--- config.mk ---
export PLATFORM = sky130hd
export DESIGN_NAME = tcap_phy_enable
export DESIGN_NICKNAME = d
export VERILOG_FILES = /design/src/inc/tcap_pkg.sv /design/src/hdl/tcap_phy_enable.sv /design/src/hdl/tcap_sync.sv
export VERILOG_INCLUDE_DIRS = /design/src /design/src/inc
export SDC_FILE = /design/constraint.sdc
export NUM_CORES = 1
export LEC_CHECK = 0
export BUFFER_PORTS_ARGS = -buffer_cell sky130_fd_sc_hd__buf_4
export CAP_MARGIN = 20
export CORE_ASPECT_RATIO = 1.25
export CORE_MARGIN = 2
export CORE_UTILIZATION = 25
export CTS_CLUSTER_SIZE = 20
export DETAILED_ROUTE_END_ITERATION = 8
export GPL_ROUTABILITY_DRIVEN = 0
export PLACE_DENSITY = 0.4
export SYNTH_ARGS = -nofsm -noshare
export SYNTH_HDL_FRONTEND = slang
export SYNTH_SLANG_ARGS = --single-unit
--- constraint.sdc ---
create_clock -name sys_clk -period 1.55 [get_ports sys_clk]
set_clock_uncertainty 0.2 [all_clocks]
set_input_delay 0.155 -clock sys_clk [delete_from_list [all_inputs] [get_ports sys_clk]]
set_output_delay 0.155 -clock sys_clk [all_outputs]
set_load 0.005 [all_outputs]
--- src/inc/tcap_consts.svh ---
// constants for the type-c attach phy enable block
`ifndef TCAP_CONSTS_SVH
`define TCAP_CONSTS_SVH

// number of ports fed by the combined attach inputs
`define TCAP_NUM_PORTS 3
// port index steered by the orientation input and the per-orientation inputs
`define TCAP_ORIENT_PORT 1
// synchroniser depth, in flip-flops
`define TCAP_SYNC_STAGES 2
// single pins, counted upwards from the top of the combined attach field
`define TCAP_POS_ORIENT 0
`define TCAP_POS_A_ATTACH 1
`define TCAP_POS_B_ATTACH 2
`define TCAP_POS_POLARITY 3
`define TCAP_POS_SCHEME 4
// number of single pins carried above the combined attach field
`define TCAP_SINGLE_PINS 5
// value taken by synchronised pins and straps under reset (pull-down level)
`define TCAP_PIN_RST_VAL 1'b0
// phy enable value while off
`define TCAP_PHY_OFF 1'b0
// strap level that selects the per-orientation scheme
`define TCAP_SCHEME_PER_ORIENT_LVL 1'b1
// strap level that selects active-low signalling
`define TCAP_POLARITY_LOW_LVL 1'b1

`endif

--- src/inc/tcap_pkg.sv ---
// types shared by the type-c attach phy enable block
package tcap_pkg;

  // control scheme in force, one-hot
  typedef enum logic [1:0] {
    TCAP_SCHEME_COMBINED = 2'h1,
    TCAP_SCHEME_PER_ORIENT = 2'h2
  } tcap_scheme_t;

endpackage

--- src/hdl/tcap_phy_enable.sv ---
// superspeed phy enable logic driven by type-c attach and orientation pins
//
// Overview of operation
// RULE1: scheme strap low: combined attach plus orientation
// RULE2: scheme strap high: only per-orientation attach inputs
// RULE3: orientation-a attach turns a-phy on, else off
// RULE4: orientation-b attach turns b-phy on, else off
// RULE5: polarity strap low: all attach inputs active high
// RULE6: polarity strap high: all attach inputs active low
// RULE7: floating polarity strap reads low, active high
// RULE8: floating scheme strap reads low, combined scheme
// RULE9: combined attach enables port phy, else off
// RULE10: orientation picks a or b, qualified by attach
// RULE11: synchronise all pins; phys off in reset
`timescale 1ns/1ns
`include "tcap_consts.svh"

module tcap_phy_enable #(
  parameter int NUM_PORTS = `TCAP_NUM_PORTS,
  parameter int ORIENT_PORT = `TCAP_ORIENT_PORT
) (
  // clock and reset
  input wire logic sys_clk,
  input wire logic rstn,
  // straps
  input wire logic attach_polarity_strap,
  input wire logic per_orientation_scheme_sel,
  // combined scheme pins
  input wire logic [NUM_PORTS-1:0] combined_attach_in,
  input wire logic orientation_sel_in,
  // per-orientation scheme pins
  input wire logic orient_a_attach_in,
  input wire logic orient_b_attach_in,
  // phy enables
  output logic [NUM_PORTS-1:0] port_phy_en,
  output logic orient_a_phy_en,
  output logic orient_b_phy_en,
  // status
  output tcap_pkg::tcap_scheme_t scheme_active,
  output logic polarity_active_low
);

  // positions of the single pins above the combined attach field
  localparam int SYNC_W = NUM_PORTS + `TCAP_SINGLE_PINS;
  localparam int POS_ORIENT = NUM_PORTS + `TCAP_POS_ORIENT;
  localparam int POS_A = NUM_PORTS + `TCAP_POS_A_ATTACH;
  localparam int POS_B = NUM_PORTS + `TCAP_POS_B_ATTACH;
  localparam int POS_POL = NUM_PORTS + `TCAP_POS_POLARITY;
  localparam int POS_SCHEME = NUM_PORTS + `TCAP_POS_SCHEME;

  // synchronised pin levels
  logic [SYNC_W-1:0] pins_raw;
  logic [SYNC_W-1:0] pins_sync;
  logic [NUM_PORTS-1:0] s_combined;
  logic s_orient;
  logic s_a_attach;
  logic s_b_attach;
  logic s_polarity;
  logic s_scheme;

  // decoded, polarity-corrected levels
  logic active_low;
  logic use_per_orient;
  logic [NUM_PORTS-1:0] comb_attached;
  logic orient_is_b;
  logic a_attached;
  logic b_attached;

  // per-scheme enables
  logic [NUM_PORTS-1:0] comb_port_en;
  logic comb_a_en;
  logic comb_b_en;
  logic [NUM_PORTS-1:0] alt_port_en;
  logic alt_a_en;
  logic alt_b_en;

  // next values
  logic [NUM_PORTS-1:0] nxt_port_phy_en;
  logic nxt_orient_a_phy_en;
  logic nxt_orient_b_phy_en;
  tcap_pkg::tcap_scheme_t nxt_scheme;

  // registered outputs
  logic [NUM_PORTS-1:0] port_phy_en_ff;
  logic orient_a_phy_en_ff;
  logic orient_b_phy_en_ff;
  tcap_pkg::tcap_scheme_t scheme_ff;
  logic polarity_ff;

  // every pin and strap crosses in here before any decode; the synchroniser
  // resets to the pull-down level, so an open strap and an idle pin read low
  assign pins_raw = {
    per_orientation_scheme_sel,
    attach_polarity_strap,
    orient_b_attach_in,
    orient_a_attach_in,
    orientation_sel_in,
    combined_attach_in
  };

  tcap_sync #(
    .WIDTH(SYNC_W)
  ) u_pin_sync (
    .sys_clk(sys_clk),
    .rstn(rstn),
    .async_in(pins_raw),
    .sync_out(pins_sync)
  ); // [RULE11] [RULE7] [RULE8]

  assign s_combined = pins_sync[NUM_PORTS-1:0];
  assign s_orient = pins_sync[POS_ORIENT];
  assign s_a_attach = pins_sync[POS_A];
  assign s_b_attach = pins_sync[POS_B];
  assign s_polarity = pins_sync[POS_POL];
  assign s_scheme = pins_sync[POS_SCHEME];

  // polarity: one strap flips the meaning of every attach and orientation pin
  assign active_low = (s_polarity == `TCAP_POLARITY_LOW_LVL); // [RULE5] [RULE6] [RULE7]
  assign comb_attached = s_combined ^ {NUM_PORTS{active_low}}; // [RULE5] [RULE6]
  assign orient_is_b = s_orient ^ active_low; // [RULE5] [RULE6]
  assign a_attached = s_a_attach ^ active_low; // [RULE5] [RULE6]
  // polarity-corrected b input drives the b phy, keeping the mapping symmetric with a
  assign b_attached = s_b_attach ^ active_low; // [RULE6]

  // scheme select
  assign use_per_orient = (s_scheme == `TCAP_SCHEME_PER_ORIENT_LVL); // [RULE1] [RULE2] [RULE8]

  // combined scheme: each attach pin powers its own port; on the oriented
  // port the orientation level chooses which of the two phys comes up
  assign comb_port_en = comb_attached; // [RULE9]
  assign comb_a_en = comb_attached[ORIENT_PORT] & ~orient_is_b; // [RULE10]
  assign comb_b_en = comb_attached[ORIENT_PORT] & orient_is_b; // [RULE10]

  // per-orientation scheme: only the oriented port can come up, and the two
  // attach pins drive their phys independently
  assign alt_a_en = a_attached; // [RULE3]
  assign alt_b_en = b_attached; // [RULE4]

  // every other port stays dark, whatever its combined attach pin shows
  for (genvar gi = 0; gi < NUM_PORTS; gi++)
  begin : g_alt_port
    if (gi == ORIENT_PORT)
    begin : g_oriented
      assign alt_port_en[gi] = alt_a_en | alt_b_en; // [RULE3] [RULE4]
    end
    else
    begin : g_dark
      assign alt_port_en[gi] = `TCAP_PHY_OFF; // [RULE2]
    end
  end

  // the unused scheme's pins are simply not selected, so they cannot leak in
  assign nxt_port_phy_en = use_per_orient ? alt_port_en : comb_port_en; // [RULE1] [RULE2]
  assign nxt_orient_a_phy_en = use_per_orient ? alt_a_en : comb_a_en; // [RULE1] [RULE2]
  assign nxt_orient_b_phy_en = use_per_orient ? alt_b_en : comb_b_en; // [RULE1] [RULE2]
  assign nxt_scheme = use_per_orient ? tcap_pkg::TCAP_SCHEME_PER_ORIENT
                                     : tcap_pkg::TCAP_SCHEME_COMBINED;

  // output stage: phys are held off throughout reset; one short block per
  // output keeps each reset value beside its own register
  always_ff @(posedge sys_clk or negedge rstn)
  begin
    if (!rstn)
    begin
      port_phy_en_ff <= {NUM_PORTS{`TCAP_PHY_OFF}}; // [RULE11]
    end
    else
    begin
      port_phy_en_ff <= nxt_port_phy_en;
    end
  end

  always_ff @(posedge sys_clk or negedge rstn)
  begin
    if (!rstn)
    begin
      orient_a_phy_en_ff <= `TCAP_PHY_OFF; // [RULE11]
    end
    else
    begin
      orient_a_phy_en_ff <= nxt_orient_a_phy_en;
    end
  end

  always_ff @(posedge sys_clk or negedge rstn)
  begin
    if (!rstn)
    begin
      orient_b_phy_en_ff <= `TCAP_PHY_OFF; // [RULE11]
    end
    else
    begin
      orient_b_phy_en_ff <= nxt_orient_b_phy_en;
    end
  end

  always_ff @(posedge sys_clk or negedge rstn)
  begin
    if (!rstn)
    begin
      scheme_ff <= tcap_pkg::TCAP_SCHEME_COMBINED;
    end
    else
    begin
      scheme_ff <= nxt_scheme;
    end
  end

  always_ff @(posedge sys_clk or negedge rstn)
  begin
    if (!rstn)
    begin
      polarity_ff <= `TCAP_PIN_RST_VAL;
    end
    else
    begin
      polarity_ff <= active_low;
    end
  end

  assign port_phy_en = port_phy_en_ff;
  assign orient_a_phy_en = orient_a_phy_en_ff;
  assign orient_b_phy_en = orient_b_phy_en_ff;
  assign scheme_active = scheme_ff;
  assign polarity_active_low = polarity_ff;

endmodule // tcap_phy_enable

--- src/hdl/tcap_sync.sv ---
// multi-bit two-flop level synchroniser for pins and straps
`timescale 1ns/1ns
`include "tcap_consts.svh"

module tcap_sync #(
  parameter int WIDTH = 1
) (
  // clock and reset
  input wire logic sys_clk,
  input wire logic rstn,
  // levels from outside the clock domain
  input wire logic [WIDTH-1:0] async_in,
  // synchronised levels
  output logic [WIDTH-1:0] sync_out
);

  logic [WIDTH-1:0] meta_ff;
  logic [WIDTH-1:0] sync_ff;

  // bits are independent levels; no bus coherence is implied across them
  always_ff @(posedge sys_clk or negedge rstn)
  begin
    if (!rstn)
    begin
      meta_ff <= {WIDTH{`TCAP_PIN_RST_VAL}};
      sync_ff <= {WIDTH{`TCAP_PIN_RST_VAL}};
    end
    else
    begin
      meta_ff <= async_in;
      sync_ff <= meta_ff;
    end
  end

  assign sync_out = sync_ff;

endmodule // tcap_sync

==> reports/results.ini <==
[status]
status=completed

[timing]
finalMaxSlewViolations=0
rsz0062_at_grt=no
finalHoldViolations=0
fin_tns_setup_ps=0
setup_slack_ps=209
max_freq_mhz=746
period_needed_ps=1340
max-slew-margin-rel=0.793
tightest_slew_ps=311
whs_ps=57.1
finalSetupViolations=0
period_share=0.865

[drt]
routedWlPerCell_um=9.78
vias_per_cell=3.90
num_vias=433
ant_nets=0
drc=0
drt_first_pass_iters=2
first_iter_violations=14
routed_wl_um=1090

[cts]
cts_buffers=3
path_clk_slew_ps=120
post-cts-setup-buffers=0
root_buffer=clkbuf_4
cts_buffer_depth=2
clkSinkCount=24
insertion_delay_ps=310
cts_max_level=1
cts_hold_buf=9
cts_resized=0
tritoncts=done

[placed_design]
io_buffers=17
dpl.cell_count=98
pre_cts_ws_ps=226

[yosys]
synth_common_cells=23 x dfrtp_1, 3 x nand2b_1, 3 x or3b_1
synth_edf_count=0
yosysMostFrequentCell=dfrtp_1
netlist.area_leader.share=0.765
ys.flop_type=dfrtp_1
async_flop_share=1.00
syn_nets=56
syn_area_um2=752
synth_cell_type_count=15
synth.area.top_cells=dfrtp_1 77%, dfstp_2 3.5%, or3b_1 3.5%
ys_warn_count=0
avgSynthCellArea_um2=16.3
ys_seq_area_frac=0.800
synth-seq-cells=24
synth_top_area_cell=dfrtp_1
synth_cells=46

[job]
maxCapViolations=0

[worst_setup_path]
ff2ff_setup_slack_ps=210
crit_chain=buf_4 > o21ba_2 > a32o_1
crit_buf_inv=1
slowest_delay_ps=450
timing.rr.start=u_pin_sync.sync_out[7]
critPathRequiredTime_ps=1560
startpoint=u_pin_sync.sync_out[7]
slowest_stage=dfrtp_1
reg2reg_depth=3
critPathKind=reg -> reg
cp-start-kind=flip-flop
crit_path_end_kind=flip-flop
timing.rr.end=port_phy_en[1]
arrival_ps=1350
critPathMaxFanout=9
cp_top_family=flip-flops

[finish]
layout.cells.non_filler=111
layout-drive-gt1-share=0.307
nets=86
syn2layout_area_growth_pct=38.1
antenna_cells=0

[floorplan]
start_util=0.260
dieArea_mm2=0.00347
die_y_um=65.3
rows=22
core_area_mm2=0.00289
io_pins=18
fp.dieW_um=53.1

[power_and_ir_drop]
power_density_mw_per_mm2=1010
comb_power_share=0.094
ir_drop_mv=0.621
pwr-share-clk=0.258
seqPwrFrac=0.647
swShare=0.213
p_sw_uw=224
p_int_uw=828
leakage_uw=0.000464

[global_routing]
grt_overflow=0
antenna_found_initial=0
grt_usage=0.0741
grt_pass1_vias=447
grt_max_degree=25
grt_pass1_wl_um=1810

[hold_path]
min_path_type=in -> async

metrics by stage:
stage	cell area [µm²]	util	power, µW
after floorplan	752	-	719
after global placement	922	0.319	777
after detailed placement	922	0.319	778
after CTS	1040	0.359	1070
after global routing	1040	0.359	1120
final	1040	0.359	1050
layout make-up:
class                   count  area, µm²
fillers                   285       1850
flip-flops and latches     24        602
repair buffers             27        225
multi-input cells          19        136
well taps                  36       45.0
clock buffers               4       26.3
inverters                   1       3.75
power groups by stage:
stage / clock, µW / sequential (µW) / combinational, µW
after floorplan: 0 / 690 / 29.0
after global placement: 0 / 693 / 84.0
after detailed placement: 0 / 695 / 83.5
after CTS: 289 / 682 / 101
after global routing: 325 / 687 / 110
final: 272 / 681 / 99.3
cell usage in the layout, fill, tap and decap left out, drive strengths merged:
cell	synthesis	final
or3b	3	3
nand2b	3	3
dlygate4sd3	0	9
nand3	1	1
clkbuf	0	4
xnor2	2	2
a32o	1	1
nor2	2	2
a21oi	2	2
nand3b	1	1
inv	1	1
or3	1	1
dfrtp	23	23
o21ba	1	1
a32oi	2	2
dfstp	1	1
buf	2	18
kinds of logic (layout without fill, tap and decap cells):
family | count (synthesis) | in the layout | share of synthesized area
xor gates and xnor gates | 2 | 2 | 0.0233
buffers and inverters | 3 | 32 | 0.0183
and+or+nand+nor | 11 | 11 | 0.0949
AOI/OAI and AO/OA | 6 | 6 | 0.0632
DFF | 24 | 24 | 0.800
metal layers:
layer / track usage / routed length [µm] / vias up
met2: 0.127 / 580 / 13
met3: 0.0136 / 49 / 4
li1: - / - / 213
met1: 0.0772 / 426 / 203
met4: 0.0577 / 30 / 0
met5: 0 / 0 / -
worst register-to-register path: cells and delay by family (launching register included):
family / cells / cell delay [ps]
flops: 1 / 450
compound gates: 2 / 410
buf+inv: 1 / 190
worst max-delay path by stage:
stage	end	slack, ps	cells after the start
3_5_place_dp	port_phy_en[1]	230	3
4_1_cts	port_phy_en[1]	210	3
3_3_place_gp	port_phy_en[1]	240	3
6_report	port_phy_en[1]	210	3
5_1_grt	orient_b_phy_en	120	2
2_1_floorplan	port_phy_en[1]	280	3
state kept, by name (all words and copies together) (netlist names):
signal	cells
u_pin_sync.meta_ff	8
u_pin_sync.sync_out	8
port_phy_en	3
scheme_active	2
orient_a_phy_en	1
orient_b_phy_en	1
polarity_active_low	1
(Power assumes the default switching activity.)
